[config.mk]
export PLATFORM = sky130hd
export DESIGN_NAME = ctx_entry_walk_config_decoder
export DESIGN_NICKNAME = d
export VERILOG_FILES = /design/src/hw/ctx_decode_pkg.sv /design/src/hw/ctx_entry_walk_config_decoder.sv /design/src/hw/walk_width_lut.sv
export SDC_FILE = /design/constraint.sdc
export NUM_CORES = 1
export LEC_CHECK = 0
export ABC_AREA = 1
export BUFFER_PORTS_ARGS = -buffer_cell sky130_fd_sc_hd__buf_2
export CORE_MARGIN = 3
export CORE_UTILIZATION = 52
export CTS_BUF_LIST = sky130_fd_sc_hd__clkbuf_8
export DETAILED_ROUTE_END_ITERATION = 10
export PLACE_DENSITY = 0.79
export SKIP_CTS_REPAIR_TIMING = 1
export SYNTH_ARGS = -nofsm -noshare
export SYNTH_HDL_FRONTEND = slang
export SYNTH_SLANG_ARGS = --single-unit
[constraint.sdc]
create_clock -name i_core_clk -period 2.9 [get_ports i_core_clk]
set_clock_uncertainty 0.1 [all_clocks]
set_input_delay 0 -clock i_core_clk [delete_from_list [all_inputs] [get_ports i_core_clk]]
set_output_delay 0 -clock i_core_clk [all_outputs]
set_load 0.05 [all_outputs]
[src/hw/ctx_decode_pkg.sv]
// Shared constants and carriers for the context entry walk decoder
package ctx_decode_pkg;

    // Entry field positions
    localparam int PRESENT_BIT = 0;
    localparam int FAULT_OFF_BIT = 1;
    localparam int TTYPE_LO = 2;
    localparam int HINT_BIT = 5;
    localparam int RSVD_LO_LSB = 6;
    localparam int RSVD_LO_MSB = 11;
    localparam int ROOT_LSB = 12;
    localparam int ROOT_MSB = 63;
    localparam int WIDTH_LSB = 64;
    localparam int FREE_LSB = 67;
    localparam int FREE_MSB = 70;
    localparam int RSVD_HI_BIT = 71;

    // Translation type encodings
    localparam logic [1:0] TT_MULTI = 2'h0;
    localparam logic [1:0] TT_MULTI_DEV = 2'h1;
    localparam logic [1:0] TT_PASS = 2'h2;

    // Highest defined width code
    localparam logic [2:0] WIDTH_CODE_MAX = 3'h4;
    localparam logic [4:0] SUPP_RESET = 5'h04;
    localparam logic [6:0] HAW_RESET = 7'h30;

    // Register offsets
    localparam logic [3:0] OFF_ENTRY0 = 4'h0;
    localparam logic [3:0] OFF_ENTRY1 = 4'h1;
    localparam logic [3:0] OFF_ENTRY2 = 4'h2;
    localparam logic [3:0] OFF_CFG = 4'h3;
    localparam logic [3:0] OFF_STATUS = 4'h4;
    localparam logic [3:0] OFF_MASK = 4'h5;
    localparam logic [3:0] OFF_DECODE = 4'h6;
    localparam logic [3:0] OFF_REQ_LO = 4'h7;
    localparam logic [3:0] OFF_REQ_HI = 4'h8;
    localparam logic [3:0] OFF_REQ_GO = 4'h9;

    // Status bit positions
    localparam int ST_PROG = 0;
    localparam int ST_RANGE = 1;
    localparam int ST_BLOCK = 2;
    localparam int ST_PASS = 3;

    // Request kinds
    typedef enum logic [1:0] {
        REQ_UNTRANS = 2'b00,
        REQ_TRANSLATED = 2'b01,
        REQ_XLATE = 2'b10
    } req_kind_e;

    // Decoded walk settings
    typedef struct packed {
        logic valid;
        logic [2:0] levels;
        logic [6:0] width;
        logic [51:0] root;
        logic hint;
        logic prog_fault;
    } walk_cfg_s;

endpackage

[src/hw/ctx_entry_walk_config_decoder.sv]
// Context entry decoder: walk depth, root pointer, checks and faults
//
// How it works
// - Reserved bits 71, 11:6 checked when present
// - Software free bits 70:67 always ignored
// - Multi-level types use width field 66:64
// - Width codes map to width and levels
// - Root pointer taken from bits 63:12
// - Root bits at/above host width reserved
// - Width and root evaluated only when present
// - Hint set allows prefetch of adjacent mappings
// - Prefetch faults silently dropped, never reported
// - No hint support: hint bit reserved
// - Hint evaluated only when present
// - Not present blocks DMA, else process
// - Pass-through passes untranslated, blocks others
//
// Design decisions made here: the register addresses and strobed register access.
`timescale 1ns/1ps
`default_nettype none
module ctx_entry_walk_config_decoder (
    // Clock and reset
    input wire logic i_core_clk,
    input wire logic i_rstn,
    // Register port
    input wire logic [3:0] i_addr,
    input wire logic [31:0] i_wdata,
    input wire logic i_wr,
    input wire logic i_rd,
    output logic [31:0] o_rdata,
    // Prefetch probe from walker
    input wire logic i_pf_fault,
    // Decoded walk settings
    output ctx_decode_pkg::walk_cfg_s o_cfg,
    output logic o_prefetch_en,
    // Request verdict
    output logic o_req_done,
    output logic o_req_pass,
    output logic o_req_walk,
    output logic o_req_block,
    output logic [63:0] o_req_addr,
    // Interrupt
    output logic o_irq
);
    import ctx_decode_pkg::*;

    logic [95:0] entry_q; // Lower 96 bits of the entry
    logic [4:0] supp_q; // Supported width set, one bit per code
    logic [6:0] haw_q; // Host address width
    logic hint_sup_q; // Caching hint support
    logic [3:0] status_q; // Sticky events
    logic [3:0] mask_q; // Interrupt mask
    logic [63:0] req_addr_q; // Request address
    logic [1:0] req_kind_q; // Request kind
    logic go_q; // Request pending this cycle
    logic [6:0] lut_width;
    logic [2:0] lut_levels;
    logic lut_defined;
    logic present;
    logic [1:0] ttype;
    logic multi;
    logic rsvd_bad;
    logic root_bad;
    logic width_bad;
    logic prog_fault;
    logic range_bad;
    logic [3:0] ev;

    // Mask of address bits at or above a width
    function automatic logic [63:0] above_mask(input logic [6:0] w);
        logic [63:0] m;
        m = 64'hFFFF_FFFF_FFFF_FFFF;
        if (w >= 7'h40) begin
            m = 64'h0;
        end else begin
            m = m << w[5:0];
        end
        return m;
    endfunction

    walk_width_lut u_lut (
        .i_code(entry_q[WIDTH_LSB+2:WIDTH_LSB]),
        .o_width(lut_width),
        .o_levels(lut_levels),
        .o_defined(lut_defined)
    );

    // Field extraction; bits 70:67 never read
    assign present = entry_q[PRESENT_BIT];
    assign ttype = entry_q[TTYPE_LO+1:TTYPE_LO];
    assign multi = (ttype == TT_MULTI) || (ttype == TT_MULTI_DEV);
    // Hint bit reserved when hints unsupported
    assign rsvd_bad = entry_q[RSVD_HI_BIT]
        | (|entry_q[RSVD_LO_MSB:RSVD_LO_LSB])
        | (~hint_sup_q & entry_q[HINT_BIT]);
    // Pointer bits at or above host width are reserved
    assign root_bad = multi
        && (|(entry_q[ROOT_MSB:0] & above_mask(haw_q)) );
    // Reserved code or code not in the supported set
    assign width_bad = multi && (!lut_defined
        || !supp_q[entry_q[WIDTH_LSB+2:WIDTH_LSB]]);
    // Checks only apply to present entries
    assign prog_fault = present && (rsvd_bad || root_bad || width_bad);
    assign range_bad = |(req_addr_q & above_mask(lut_width));

    // Register writes
    always_ff @(posedge i_core_clk or negedge i_rstn) begin
        if (!i_rstn) begin
            entry_q <= '0;
            supp_q <= SUPP_RESET;
            haw_q <= HAW_RESET;
            hint_sup_q <= 1'b1;
            mask_q <= 4'h0;
            req_addr_q <= 64'h0;
            req_kind_q <= 2'h0;
        end else if (i_wr) begin
            case (i_addr)
                OFF_ENTRY0: entry_q[31:0] <= i_wdata;
                OFF_ENTRY1: entry_q[63:32] <= i_wdata;
                OFF_ENTRY2: entry_q[95:64] <= i_wdata;
                OFF_CFG: begin
                    supp_q <= i_wdata[4:0];
                    haw_q <= i_wdata[14:8];
                    hint_sup_q <= i_wdata[16];
                end
                OFF_MASK: mask_q <= i_wdata[3:0];
                OFF_REQ_LO: req_addr_q[31:0] <= i_wdata;
                OFF_REQ_HI: req_addr_q[63:32] <= i_wdata;
                OFF_REQ_GO: req_kind_q <= i_wdata[1:0];
                default: begin
                end
            endcase
        end
    end

    // Request trigger: one cycle after a go write
    always_ff @(posedge i_core_clk or negedge i_rstn) begin
        if (!i_rstn) begin
            go_q <= 1'b0;
        end else begin
            go_q <= i_wr && (i_addr == OFF_REQ_GO);
        end
    end

    // Request verdict; one-cycle pulses
    always_ff @(posedge i_core_clk or negedge i_rstn) begin
        if (!i_rstn) begin
            o_req_done <= 1'b0;
            o_req_pass <= 1'b0;
            o_req_walk <= 1'b0;
            o_req_block <= 1'b0;
            o_req_addr <= 64'h0;
        end else begin
            o_req_done <= go_q;
            o_req_pass <= 1'b0;
            o_req_walk <= 1'b0;
            o_req_block <= 1'b0;
            if (go_q) begin
                o_req_addr <= req_addr_q;
                if (!present || prog_fault) begin
                    o_req_block <= 1'b1;
                end else if (ttype == TT_PASS) begin
                    // Untranslated passes as is; others blocked
                    if (req_kind_q == REQ_UNTRANS) begin
                        o_req_pass <= 1'b1;
                    end else begin
                        o_req_block <= 1'b1;
                    end
                end else if (!multi) begin
                    o_req_block <= 1'b1;
                end else if (range_bad) begin
                    o_req_block <= 1'b1;
                end else if (ttype == TT_MULTI
                    && req_kind_q != REQ_UNTRANS) begin
                    o_req_block <= 1'b1;
                end else begin
                    o_req_walk <= 1'b1;
                end
            end
        end
    end

    // Decoded walk settings, held only while present
    always_ff @(posedge i_core_clk or negedge i_rstn) begin
        if (!i_rstn) begin
            o_cfg <= '0;
            o_prefetch_en <= 1'b0;
        end else begin
            o_cfg.valid <= present && multi && !prog_fault;
            o_cfg.levels <= (present && multi) ? lut_levels : 3'h0;
            o_cfg.width <= (present && multi) ? lut_width : 7'h00;
            // Root ignored for pass-through
            o_cfg.root <= (present && multi)
                ? entry_q[ROOT_MSB:ROOT_LSB] : 52'h0;
            o_cfg.hint <= present && hint_sup_q
                && entry_q[HINT_BIT];
            o_cfg.prog_fault <= prog_fault;
            // Prefetch allowed only on a clean multi-level entry
            o_prefetch_en <= present && hint_sup_q && entry_q[HINT_BIT]
                && multi && !prog_fault;
        end
    end

    // Events; prefetch faults never enter here
    assign ev[ST_PROG] = prog_fault && !o_cfg.prog_fault;
    assign ev[ST_RANGE] = go_q && present && multi && !prog_fault
        && range_bad;
    assign ev[ST_BLOCK] = go_q && (!present || prog_fault);
    assign ev[ST_PASS] = go_q && present && !prog_fault
        && ttype == TT_PASS && req_kind_q != REQ_UNTRANS;

    // Sticky status; read clears, new event wins
    always_ff @(posedge i_core_clk or negedge i_rstn) begin
        if (!i_rstn) begin
            status_q <= 4'h0;
        end else begin
            if (i_rd && i_addr == OFF_STATUS) begin
                status_q <= ev;
            end else begin
                status_q <= status_q | ev;
            end
        end
    end

    // Interrupt level
    always_ff @(posedge i_core_clk or negedge i_rstn) begin
        if (!i_rstn) begin
            o_irq <= 1'b0;
        end else begin
            o_irq <= |((status_q | ev) & mask_q);
        end
    end

    // Read data, one cycle after the strobe
    always_ff @(posedge i_core_clk or negedge i_rstn) begin
        if (!i_rstn) begin
            o_rdata <= 32'h0;
        end else if (i_rd) begin
            case (i_addr)
                OFF_ENTRY0: o_rdata <= entry_q[31:0];
                OFF_ENTRY1: o_rdata <= entry_q[63:32];
                OFF_ENTRY2: o_rdata <= entry_q[95:64];
                OFF_CFG: o_rdata <= {15'h0, hint_sup_q, 1'b0, haw_q,
                    3'h0, supp_q};
                OFF_STATUS: o_rdata <= {28'h0, status_q};
                OFF_MASK: o_rdata <= {28'h0, mask_q};
                OFF_DECODE: o_rdata <= {19'h0, prog_fault, present, 1'b0,
                    lut_levels, lut_width};
                OFF_REQ_LO: o_rdata <= req_addr_q[31:0];
                OFF_REQ_HI: o_rdata <= req_addr_q[63:32];
                OFF_REQ_GO: o_rdata <= {30'h0, req_kind_q};
                default: o_rdata <= 32'h0;
            endcase
        end else begin
            o_rdata <= 32'h0;
        end
    end

    // Guards
    property p_block_absent;
        @(posedge i_core_clk) disable iff (!i_rstn)
        go_q && !present |=> o_req_block && !o_req_walk && !o_req_pass;
    endproperty
    a_block_absent: assert property (p_block_absent)
        else $error("absent entry not blocked");

    property p_pass_untrans;
        @(posedge i_core_clk) disable iff (!i_rstn)
        go_q && present && !prog_fault && ttype == TT_PASS
            && req_kind_q == REQ_UNTRANS |=> o_req_pass;
    endproperty
    a_pass_untrans: assert property (p_pass_untrans)
        else $error("pass-through request not passed");

    property p_range;
        @(posedge i_core_clk) disable iff (!i_rstn)
        go_q && present && multi && !prog_fault && range_bad
            |=> o_req_block ##1 status_q[ST_RANGE];
    endproperty
    a_range: assert property (p_range)
        else $error("out of range request not faulted");

    property p_levels;
        @(posedge i_core_clk) disable iff (!i_rstn)
        present && multi && entry_q[WIDTH_LSB+2:WIDTH_LSB] == 3'h2
            |=> o_cfg.levels == 3'h4 && o_cfg.width == 7'h30;
    endproperty
    a_levels: assert property (p_levels)
        else $error("width code 2 decoded wrong");

    property p_reserved_code;
        @(posedge i_core_clk) disable iff (!i_rstn)
        present && multi && entry_q[WIDTH_LSB+2:WIDTH_LSB] > WIDTH_CODE_MAX
            |=> o_cfg.prog_fault && !o_cfg.valid;
    endproperty
    a_reserved_code: assert property (p_reserved_code)
        else $error("reserved width code accepted");

    property p_absent_quiet;
        @(posedge i_core_clk) disable iff (!i_rstn)
        !present |=> !o_cfg.prog_fault && !o_cfg.hint && o_cfg.root == 52'h0;
    endproperty
    a_absent_quiet: assert property (p_absent_quiet)
        else $error("absent entry evaluated");

    property p_rsvd;
        @(posedge i_core_clk) disable iff (!i_rstn)
        present && entry_q[RSVD_HI_BIT] |=> o_cfg.prog_fault;
    endproperty
    a_rsvd: assert property (p_rsvd)
        else $error("reserved bit 71 missed");

    property p_pf_silent;
        @(posedge i_core_clk) disable iff (!i_rstn)
        i_pf_fault && !go_q && $stable(entry_q) && !o_irq
            && (status_q & mask_q) == 4'h0 |=> !o_irq;
    endproperty
    a_pf_silent: assert property (p_pf_silent)
        else $error("prefetch fault reported");

    property p_root;
        @(posedge i_core_clk) disable iff (!i_rstn)
        present && multi |=> o_cfg.root == $past(entry_q[ROOT_MSB:ROOT_LSB]);
    endproperty
    a_root: assert property (p_root)
        else $error("root pointer wrong");
endmodule
`default_nettype wire

[src/hw/walk_width_lut.sv]
// Width code to walk width and level count lookup
`timescale 1ns/1ps
`default_nettype none
module walk_width_lut (
    // Code in
    input wire logic [2:0] i_code,
    // Decoded out
    output logic [6:0] o_width,
    output logic [2:0] o_levels,
    output logic o_defined
);
    import ctx_decode_pkg::*;

    // Fixed decode; codes above the max are reserved
    always_comb begin
        o_defined = 1'b1;
        case (i_code)
            3'h0: begin o_width = 7'h1E; o_levels = 3'h2; end
            3'h1: begin o_width = 7'h27; o_levels = 3'h3; end
            3'h2: begin o_width = 7'h30; o_levels = 3'h4; end
            3'h3: begin o_width = 7'h39; o_levels = 3'h5; end
            3'h4: begin o_width = 7'h40; o_levels = 3'h6; end
            default: begin
                o_width = 7'h00;
                o_levels = 3'h0;
                o_defined = 1'b0;
            end
        endcase
    end
endmodule
`default_nettype wire

Yosys cells after proc, flatten, opt, wreduce, memory -nomap -nowiden
Cells that the tools add are included.

operators by class
  order comparisons = 3
  muxes and demuxes = 30
  shifts and indexed selects = 2
  equality and inequality tests = 15
  bitwise logic cells = 8
  reductions and logical operators = 49

operators with widths
  operator                                                                number
  32-bit one-hot mux with 10 select lines                                 1
  64-bit AND                                                              2
  64-bit two-way mux                                                      2
  64-bit OR reduction                                                     2
  64-bit by 6-bit << shifter with 64-bit output (first input constant)    2
  52-bit two-way mux                                                      1
  7-bit one-hot mux with 5 select lines                                   1
  32-bit two-way mux                                                      1
  1-bit logical AND                                                       21
  1-bit two-way mux                                                       19
  4-bit by 3-bit equality test with 1-bit output (second input constant)  4
  2-bit AND reduction                                                     8
  3-bit one-hot mux with 5 select lines                                   1
  7-bit greater-or-equal comparator (second input constant)               2
  4-bit by 2-bit equality test with 1-bit output (second input constant)  2
  4-bit equality test (second input constant)                             2
  7-bit two-way mux                                                       1
  3-bit by 2-bit equality test with 1-bit output (second input constant)  2
  6-bit OR reduction                                                      1
  1-bit logical NOT                                                       5
  1-bit logical OR                                                        5
  5-bit OR reduction                                                      1
  4-bit AND                                                               1
  4-bit by 1-bit equality test with 1-bit output (second input constant)  1
  17 further kinds                                                        19

storage, ports and cells
  output and inout port bits = 167
  register bits after elaboration = 351

Longest topological paths before layout
Gate-level depths: netlist of run 1.

  depth in word-level cells = 15
  depth in mapped cells = 20

Hierarchy
From an unflattened synthesis of run 1, not the netlist that was laid out.

second synthesis, totals
  cells, all modules = 1,892
  area total of the unflattened synthesis = 15,504.9 µm²

modules (own cells, without submodules)
  module                         cells each  times used  area an instance (µm²)  sequential area each (µm²)
  ctx_entry_walk_config_decoder  1,873       1           15,413.5                8,788.4
  walk_width_lut                 19          1           91.3                    0.0

Least setup slack after synthesis of run 1
OpenSTA, ideal clock, no wires.

  kind = register -> register
  start = register haw_q[4]
  end = register o_irq
  slack = 783 ps
  cell stages (with the launch flop) = 20
  arrival = 1,901 ps
  period minus slack after synthesis = 2,117 ps
  buffers on the path = 2
  setup time = 116 ps
  data required time = 2,684 ps
  cells stage by stage = dfstp_2 -> buf_4 -> inv_2 -> buf_6 -> o21ai_0 -> nand2_1 -> nor2_1 -> nand3_1 -> nor2_1 -> nor2_1 -> nor2_1 -> nand3_1 -> nand2_2 -> nand3_1 -> nand2_1 -> nand2_1 -> nand2_1 -> nand2_1 -> inv_1 -> nand2_1

between the ends
  word-level cells in the longest chain between the ends = 15

ends and longest elaborated chain
  what                                                                                                       line                                                                        text
  from (decl)                                                                                                ctx_entry_walk_config_decoder.sv:49                                         logic [6:0] haw_q;
  from (signal assigned)                                                                                     ctx_entry_walk_config_decoder.sv:123                                        haw_q <= i_wdata[14:8];
  64-bit by 6-bit << shifter with 64-bit output / 7-bit greater-or-equal comparator (equally long branches)  ctx_entry_walk_config_decoder.sv:76, ctx_entry_walk_config_decoder.sv:73
  64-bit two-way mux *                                                                                       ctx_entry_walk_config_decoder.sv:73                                         if (w >= 7'h40) begin
  64-bit AND *                                                                                               ctx_entry_walk_config_decoder.sv:98                                         && (|(entry_q[ROOT_MSB:0] & above_mask(haw_q)) );
  64-bit OR reduction *                                                                                      ctx_entry_walk_config_decoder.sv:98
  1-bit logical AND *                                                                                        ctx_entry_walk_config_decoder.sv:98
  1-bit logical OR * (2 in a row)                                                                            ctx_entry_walk_config_decoder.sv:103                                        assign prog_fault = present && (rsvd_bad || root_bad || width_bad);
  1-bit logical AND *                                                                                        ctx_entry_walk_config_decoder.sv:103
  1-bit logical NOT                                                                                          ctx_entry_walk_config_decoder.sv:206, ctx_entry_walk_config_decoder.sv:209
  1-bit logical AND                                                                                          ctx_entry_walk_config_decoder.sv:209                                        assign ev[ST_PASS] = go_q && present && !prog_fault
  1-bit logical AND (2 in a row)                                                                             ctx_entry_walk_config_decoder.sv:210                                        && ttype == TT_PASS && req_kind_q != REQ_UNTRANS;
  4-bit OR *                                                                                                 ctx_entry_walk_config_decoder.sv:230                                        o_irq <= |((status_q | ev) & mask_q);
  4-bit AND *                                                                                                ctx_entry_walk_config_decoder.sv:230
  4-bit OR reduction *                                                                                       ctx_entry_walk_config_decoder.sv:230
  to (signal assigned)                                                                                       ctx_entry_walk_config_decoder.sv:230
  to (decl)                                                                                                  ctx_entry_walk_config_decoder.sv:43                                         output logic o_irq

Mark *: on every way between the ends. The rest lies on a longest branch, timed or not.
A chain may end at the register's enable or synchronous reset.

Worst setup path after layout of run 1
  start = input i_addr[1]
  end = register req_kind_q[1]

between the ends
  word-level cells in the longest chain between the ends = 2

ends and longest elaborated chain
  what                                  line                                  text
  from (decl)                           ctx_entry_walk_config_decoder.sv:26   input wire logic [3:0] i_addr,
  4-bit equality test                   ctx_entry_walk_config_decoder.sv:117  case (i_addr)
  2-bit AND reduction (no source line)  -
  to (signal assigned)                  ctx_entry_walk_config_decoder.sv:129  OFF_REQ_GO: req_kind_q <= i_wdata[1:0];
  to (decl)                             ctx_entry_walk_config_decoder.sv:54   logic [1:0] req_kind_q;

Every way passes these cells.

==> flow_summary.ini, run 1 <==
[clock_network]
cts_buffers = 55
h-tree-depth = 2
clk_latency_ps = 620
cts.sinks = 349
tritoncts = yes
cts.path.max_buffers = 3
path_clk_slew_ps = 60
cts-root-buf = clkbuf_8

[synth]
yosys.area_share.simple_pct = 19.0
synth_xor_area_share_pct = 0
netlist_top_cells_area = dfrtp_1 (59%), nand2_1 (12%), o21ai_0 (8.8%), inv_1 (4.6%), nor2_1 (3.7%)
synth-main-ff-cell = dfrtp_1
synthArstFlopShare_pct = 100
synth_top_area_cell = dfrtp_1
synth_most_common_cell = nand2_1
netlist_top_cells_count = nand2_1 (462), dfrtp_1 (345), o21ai_0 (256)
syn_inst = 1675
yosysUniqueCellTypes = 30
synth_compound_area_share_pct = 13.7
synth.yosys.warnings = 0
syn_nets = 1716
ys_seq_area_share_pct = 60.1
synth-seq-cells = 349
synthMuxAreaShare_pct = 0
synth_area_mm2 = 0.0145
yosysTopAreaCellShare_pct = 59.4
synth_edf_count = 0
synth_top_family_by_area = simple AND/OR/NAND/NOR gates
synthAdderAreaFrac_pct = 0
synth.avg_cell_area_um2 = 8.68

[detailed_routing]
drc = 0
post_drt_wl_per_cell_um = 20.0
drt-initial-drc-count = 1362
antenna_left = 0
routed_wl_um = 47000
viasPerCell = 5.50
dr.pass1.iters = 6
vias = 12900

[floorplanning]
rows = 60
dieArea_mm2 = 0.0300
die_x_um = 173
core_mm2 = 0.0273
ios = 208
fp.dieH_um = 173
start_util_pct = 53.3

[worst_setup_path]
critPathRequiredTime_ps = 3350
reg2reg_setup_slack_ps = 280
setup.worst_path.start_class = primary input
timing_worst_setup_path_type = primary input to register
cp-end-kind = register
r2r_cells = 17
path_max_fanout = 5
reg2reg_from = haw_q[3]
arrival_ps = 3090
r2r_end = o_irq

[pwr]
power_frac_seq_pct = 43.0
comb_power_share_pct = 25.1
p_leak_nw = 9.33
switchingPower_mw = 5.50
swShare_pct = 36.9
p_int_mw = 9.43
clkPwrFrac_pct = 32.0
ir_worst_vdd_v = 0.000579
power_density_mw_per_mm2 = 839

[final_layout]
drive_above_1_share_pct = 17.7
antenna_cells = 0
fin_nets = 1976
nFillCells = 2233
synthToLayoutAreaGrowth_pct = 22.4
final_cells = 2352
seq_area_mm2 = 0.00874
multi_input_area_mm2 = 0.00475

[sta]
period_needed_ps = 2650
slew_viol_final = 0
whs_ps = -15.7
tns_ps = 0
hold_violations = 1
slew_headroom_pct = 43.3
fmax_mhz = 378
tightest_slew_ps = 850
fin_crit_sh_pct = 91.2
grt_setup_unrepaired = false
setup_viol_count_final = 0

[flow_run]
cap_violations = 0

[outcome]
violations = negative hold slack
status = complete, but fails checks

[grt]
grt_usage_pct = 30.3
grt_pass1_wl_um = 71000
grt_pass1_vias = 12400
antenna_found_initial = 0
grt-ovfl-total = 0
grt_max_degree = 90

[place]
placed_cells = 2203
io_buffers = 206
place_congestion = 0.957
dp_hpwl_um = 32600

[worst_hold_path]
hold_depth = 6
hold_path_class = primary input to register
min_from = i_addr[2]
worstHoldEndpoint = o_rdata[2]
## metal layers
metal | vias to the layer above | GRT usage (%) | share of wire (%)
li1 | 5936 | - | -
met1 | 6187 | 40.3 | 39
met2 | 666 | 48.5 | 48
met3 | 146 | 5.23 | 7.3
met4 | 0 | 15.0 | 5.5
met5 | - | 0 | 0
## worst max-delay path, stage by stage
cell	delay [ps]
dlygate4sd3_1	530
buf_2	140
inv_1	90
nand3_1	160
dlygate4sd3_1	620
nor2_1	240
nand2_1	90
dlygate4sd3_1	570
o21ai_0	90
dlygate4sd3_1	580
## stage by stage
stage	setup WS [ps]	hold WS (ps)	area [µm²]	power (mW)	utilization, %
CTS	289	-771	17300	14.9	63.5
global route	19.7	5.91	17800	15.6	65.3
finish	254	-15.7	17800	14.9	65.3
floorplan	783	-396	14500	8.83	-
global placement	281	-132	16000	10.0	58.8
detailed placement	324	-128	16000	10.1	58.8
## layout by cell type (no fill, tap or decap), types with 6 or more instances in the layout
| cell type | count |
|---|---|
| dlygate4sd3_1 | 43 |
| clkinv_2 | 12 |
| a21oi_1 | 24 |
| nand2_1 | 462 |
| a31oi_1 | 6 |
| nand4_1 | 13 |
| buf_4 | 32 |
| nand3_1 | 64 |
| inv_1 | 185 |
| a2111oi_0 | 7 |
| o21ai_0 | 256 |
| nor2_1 | 145 |
| o22ai_1 | 29 |
| clkbuf_8 | 74 |
| buf_2 | 205 |
| dfrtp_1 | 344 |
| a221oi_1 | 25 |
## worst max-delay path by stage
stage | from | to | depth (start not counted)
finish | i_addr[1] | req_kind_q[1] | 10
global route | haw_q[0] | o_irq | 19
CTS | haw_q[5] | o_irq | 17
detailed placement | haw_q[5] | o_irq | 17
global placement | haw_q[5] | o_irq | 17
floorplan | haw_q[4] | o_irq | 19
## registers in the layout, summed over array words and instances, names as in the netlist
| name | count |
|---|---|
| haw_q | 7 |
| o_irq | 1 |
| mask_q | 4 |
| go_q | 1 |
| o_req_walk | 1 |
| o_prefetch_en | 1 |
| req_kind_q | 2 |
| supp_q | 5 |
| status_q | 4 |
| o_req_done | 1 |
| o_cfg | 63 |
| entry_q | 96 |
| o_req_pass | 1 |
| o_req_addr | 64 |
| o_rdata | 32 |
| hint_sup_q | 1 |
| req_addr_q | 64 |
| o_req_block | 1 |
## layout make-up
type,count,area share [%]
clock inverters,28,1.55
multi-input cells,1056,26.7
clock buffers,74,5.72
inverters,186,3.92
well taps,372,2.62
flip-flops and latches,349,49.1
repair buffers,287,10.3
## cell families after synthesis
logic type | count (synthesis)
AND/OR/NAND/NOR | 697
buffers and inverters | 270
AO/OA/AOI/OAI | 359
flip-flops | 349
## power by group through the flow
stage	Sequential, mW	Combinational (mW)	Clock [mW]
floorplan	7.36	1.47	0
global placement	6.45	3.58	0
detailed placement	6.47	3.63	0
CTS	6.40	3.65	4.82
global route	6.49	4.08	5.07
finish	6.42	3.74	4.77
No activity file was read; power rests on OpenSTA's default activity.
==> run 2: changes to the inputs <==
Settings changed: ABC_AREA 1 to not set, PLACE_DENSITY 0.79 to 0.78.
==> run 2 against run 1 <==
  * The run now ends clean
  * Utilization up 0.10 points
  * Flip-flop and latch count unchanged
  * Area after synthesis is 1.1% higher
  * Setup slack got worse by 210 ps
==> flow_summary.ini, run 2 <==
[worst_setup_path]
timing_worst_setup_path_type = register to register
reg2reg_setup_slack_ps = 50
critPathRequiredTime_ps = 3250
critical_path.slowest_cell = nor4_1
setup.worst_path.start_class = register
path_max_fanout = 4
worstPathCellList = nor4_1, nand4_1, o21ai_0, buf_4, nand3_1, nor3_1, buf_4, o22a_1, a21oi_1
crit_top_cell = buf_4
reg2reg_from = req_addr_q[24]
arrival_ps = 3200
endpoint = o_req_block
r2r_end = o_req_block
cp-end-kind = register
crit_start = req_addr_q[24]
r2r_cells = 9
max_stage_delay_ps = 500

[synth]
netlist_top_cells_count = dfrtp_1 (345), mux2_2 (244), a22oi_1 (53)
synth.yosys.warnings = 0
synth_area_mm2 = 0.0147
ys_seq_area_share_pct = 59.5
synth-seq-cells = 349
synth_top_area_cell = dfrtp_1
synth-main-ff-cell = dfrtp_1
synth.avg_cell_area_um2 = 13.1
synth_most_common_cell = dfrtp_1
yosysUniqueCellTypes = 68
syn_nets = 1163
yosysTopAreaCellShare_pct = 58.8
syn_inst = 1122
synthArstFlopShare_pct = 100
synth_edf_count = 0
netlist_top_cells_area = dfrtp_1 (59%), mux2_2 (19%), a22oi_1 (2.7%), and2_1 (2.0%), a21oi_1 (1.1%)

[detailed_routing]
drc = 0
viasPerCell = 6.13
routed_wl_um = 44400
dr.pass1.iters = 6
vias = 11100
antenna_left = 0
drt-initial-drc-count = 1346
post_drt_wl_per_cell_um = 24.4

[final_layout]
antenna_cells = 0
synthToLayoutAreaGrowth_pct = 21.6
multi_input_area_mm2 = 0.00560
stdcell_area_mm2 = 0.0179
nFillCells = 2064
final_cells = 1817
drive_above_1_share_pct = 42.5
fin_nets = 1446
top_register = entry_q
largest_register_ffs = 96
fin_util_pct = 65.4
layout_common_cells = dfrtp_1 (342), mux2_2 (244), buf_2 (205)
seq_area_mm2 = 0.00874
reg.largest.list = entry_q: 96 flops, o_req_addr: 64 flops, req_addr_q: 64 flops
layout_commonest_cell = dfrtp_1

[clock_network]
cts.path.max_buffers = 3
h-tree-depth = 2
cts.sinks = 349
cts-root-buf = clkbuf_8
path_clk_slew_ps = 70
cts_buffers = 54
clk_latency_ps = 610
tritoncts = yes

[grt]
grt_pass1_wl_um = 67100
grt_max_degree = 101
grt_usage_pct = 28.6
antenna_found_initial = 0
met3_usage_pct = 6.07
grt_pass1_vias = 11000
top_usage_layer = met1
grt-ovfl-total = 0
grt_util_met2_pct = 41.7
grt_use_met1_pct = 42.7

[floorplanning]
dieArea_mm2 = 0.0303
core_mm2 = 0.0273
rows = 60
start_util_pct = 53.8
die_x_um = 174
ios = 208
fp.dieH_um = 174

[pwr]
power_density_mw_per_mm2 = 858
p_leak_nw = 8.49
ir_worst_vdd_v = 0.000636

[place]
dp_hpwl_um = 30800
place_area_mm2 = 0.0163
placed_cells = 1679
io_buffers = 206
place_congestion = 0.998

[flow_run]
cap_violations = 0

[sta]
fin_crit_sh_pct = 98.4
grt_setup_unrepaired = false
fmax_mhz = 350
tightest_slew_ps = 956
slew_headroom_pct = 34.6
tns_ps = 0
period_needed_ps = 2850
setup_viol_count_final = 0
hold_violations = 0
slew_viol_final = 0
whs_ps = 70.1

[worst_hold_path]
hold_path_class = primary input to register

[outcome]
status = finished, final reports clean
## run 2: cell count changes after synthesis, sizes merged, moves of 22 or more
cell / before / now
inv: 181 / 17
and2: 1 / 48
o21ai: 256 / 25
nor2: 145 / 44
o22ai: 29 / 4
buf: 14 / 38
nand3: 64 / 7
nand2: 465 / 31
mux2: 0 / 244
a22oi: 0 / 53
clkbuf: 70 / 35
nor3: 4 / 26
## run 2: stage by stage
step | setup WS, ps | total power [mW]
2_1_floorplan | 495 | 9.58
3_3_place_gp | 70.4 | 11.1
3_5_place_dp | 17.0 | 11.2
4_1_cts | -24.9 | 15.3
5_1_grt | 3.18 | 16.0
6_report | 45.9 | 15.3
## run 2: worst min path at each step
stage	slack [ps]	endpoint	depth (start not counted)	start
2_1_floorplan	-400	entry_q[0]	0	i_rstn
3_3_place_gp	-70	o_req_addr[53]	1	i_rstn
3_5_place_dp	-60	o_req_addr[54]	1	i_rstn
4_1_cts	-720	o_req_addr[54]	1	i_rstn
5_1_grt	90	o_rdata[2]	5	i_addr[1]
6_report	70	status_q[0]	5	i_addr[1]
## run 2: cell type report
class	count	share of cell area, %
repair buffers	300	10.7
flip-flops and latches	349	48.9
clock buffers	63	4.85
clock inverters	33	1.25
inverters	17	0.357
well taps	372	2.60
multi-input cells	683	31.3
## run 2: routing by layer
| layer | vias up | routed length [µm] | part of all wire, % |
|---|---|---|---|
| met5 | - | 0 | 0 |
| li1 | 4725 | - | - |
| met4 | 0 | 1270 | 2.9 |
| met3 | 101 | 4370 | 9.8 |
| met2 | 687 | 19800 | 45 |
| met1 | 5629 | 19000 | 43 |
## run 2: cell families after synthesis
family	share of synthesized area, %
AOI/OAI and AO/OA	10.4
adders and majority gates	0.417
buffers and inverters	2.59
DFF	59.5
muxes	19.1
and+or+nand+nor	7.95
## run 2: worst max-delay path, delay by kind of cell, from the launching register on
kind / cells / cell delay (ps)
and+or+nand+nor: 4 / 1140
DFF: 1 / 410
buffers and inverters: 2 / 350
AOI/OAI and AO/OA: 3 / 690
## run 2: report_power, final
part	total, mW	internal [mW]	switching [mW]	leakage [nW]
combinational	4.30	1.50	2.80	3.42
sequential	6.93	5.87	1.06	4.45
clock	4.11	2.17	1.93	0.616
total	15.3	9.54	5.80	8.49
==> run 3: changes to the inputs <==
Settings changed: CELL_PAD_IN_SITES_DETAIL_PLACEMENT set to 1, CELL_PAD_IN_SITES_GLOBAL_PLACEMENT set to 1, CORE_UTILIZATION 52 to 48, PLACE_DENSITY 0.78 to 0.87, TNS_END_PERCENT set to 1.
==> run 3 against run 2 <==
  * The run now ends with negative hold slack left
  * Sequential share of layout area is 0.47 points lower
  * Flip-flop and latch count stayed put
  * Sequential power increased by 3%
  * Global-route usage up 4.1 points
  * Critical path depth stayed put
  * First-iteration DRC count is 14% higher
  * Combinational power increased by 6.3%
  * Critical endpoint is now o_req_walk
  * Largest power group unchanged
==> flow_summary.ini, run 3 (synthesized netlist as in run 2, its figures left out) <==
[worst_hold_path]
hold_path_class = primary input to register
hold_depth = 3

[floorplanning]
die_x_um = 181
ios = 208
dieArea_mm2 = 0.0327
core_mm2 = 0.0299
rows = 63
start_util_pct = 49.2
fp.dieH_um = 181

[sta]
period_needed_ps = 2860
setup_slack_ps = 42.4
slew_headroom_pct = 39.3
fmax_mhz = 350
setup_viol_count_final = 0
whs_ps = -20.3
hold_violations = 1
slew_viol_final = 0
tightest_slew_ps = 902
fin_crit_sh_pct = 98.5
tns_ps = 0

[grt]
grt_usage_pct = 32.6
top_usage_layer = met2
grt_max_degree = 87
grt_pass1_wl_um = 81400
antenna_found_initial = 3
grt-ovfl-total = 0
grt_util_met2_pct = 51.0
grt_pass1_vias = 12300
grt_use_met1_pct = 42.9
met3_usage_pct = 9.22

[clock_network]
cts_buffers = 55
clk_latency_ps = 610
cts-root-buf = clkbuf_8
path_clk_slew_ps = 70
cts.sinks = 349
h-tree-depth = 2
cts.path.max_buffers = 3
tritoncts = yes

[detailed_routing]
antenna_left = 0
viasPerCell = 6.45
dr.pass1.iters = 6
post_drt_wl_per_cell_um = 30.8
drt-initial-drc-count = 1541
drc = 0
routed_wl_um = 56800
vias = 11900

[final_layout]
multi_input_area_mm2 = 0.00561
largest_register_ffs = 96
drive_above_1_share_pct = 43.6
synthToLayoutAreaGrowth_pct = 22.8
final_cells = 1845
stdcell_area_mm2 = 0.0180
fin_nets = 1452
top_register = entry_q
nFillCells = 2998
fin_util_pct = 60.4
antenna_cells = 0
reg.largest.list = entry_q: 96 flops, o_req_addr: 64 flops, req_addr_q: 64 flops
layout_common_cells = dfrtp_1 (340), mux2_2 (244), buf_2 (205)
seq_area_mm2 = 0.00874
layout_commonest_cell = dfrtp_1

[worst_setup_path]
endpoint = o_req_walk
path_max_fanout = 4
reg2reg_setup_slack_ps = 40
crit_start = req_addr_q[15]
reg2reg_from = req_addr_q[15]
cp-end-kind = register
r2r_end = o_req_walk
timing_worst_setup_path_type = register to register
r2r_cells = 9
arrival_ps = 3260
setup.worst_path.start_class = register
critPathRequiredTime_ps = 3300

[place]
place_area_mm2 = 0.0164
dp_slack_ps = 66.6
io_buffers = 206
placed_cells = 1704
dp_hpwl_um = 35500
place_congestion = 0.958

[pwr]
power_density_mw_per_mm2 = 903
power.total_mw = 16.3
p_leak_nw = 8.56
ir_worst_vdd_v = 0.000608

[outcome]
status = complete, but fails checks
violations = negative hold slack

[flow_run]
cap_violations = 0
==> run 3: metal layers <==
metal | vias up | routed length (µm)
li1 | 4719 | -
met1 | 6024 | 21100
met2 | 902 | 26500
met3 | 247 | 6100
met4 | 6 | 3080
met5 | - | 40
==> run 3: worst min path at each step <==
stage          slack [ps]          to      start
6_report              -20  o_rdata[3]  i_addr[0]
4_1_cts              -670    o_cfg[0]     i_rstn
2_1_floorplan        -400  entry_q[0]     i_rstn
3_5_place_dp          -70    o_cfg[0]     i_rstn
5_1_grt                30  o_rdata[3]  i_addr[0]
3_3_place_gp          -70    o_cfg[0]     i_rstn
==> run 3: worst max-delay path, stage by stage (launching register included) <==
cell and delay (ps):
dfrtp_1 460, nor4_1 440, nand4_1 240, o21ai_0 280, buf_4 190, nand3_1 260
nor3_1 270, buf_4 160, o22a_1 170, and3_1 170
==> run 3: layout make-up <==
type,instances,share of cell area [%]
clock buffer,71,5.41
clock inverter,30,1.25
inverter,17,0.354
multi-input combinational,683,31.1
sequential,349,48.5
tap,390,2.70
timing repair buffer,305,10.7
==> run 3: power breakdown <==
| part | leakage, nW | internal (mW) | switching (mW) |
|---|---|---|---|
| logic | 3.45 | 1.53 | 3.04 |
| registers | 4.45 | 5.87 | 1.26 |
| clock network | 0.663 | 2.48 | 2.13 |
| total | 8.56 | 9.87 | 6.43 |
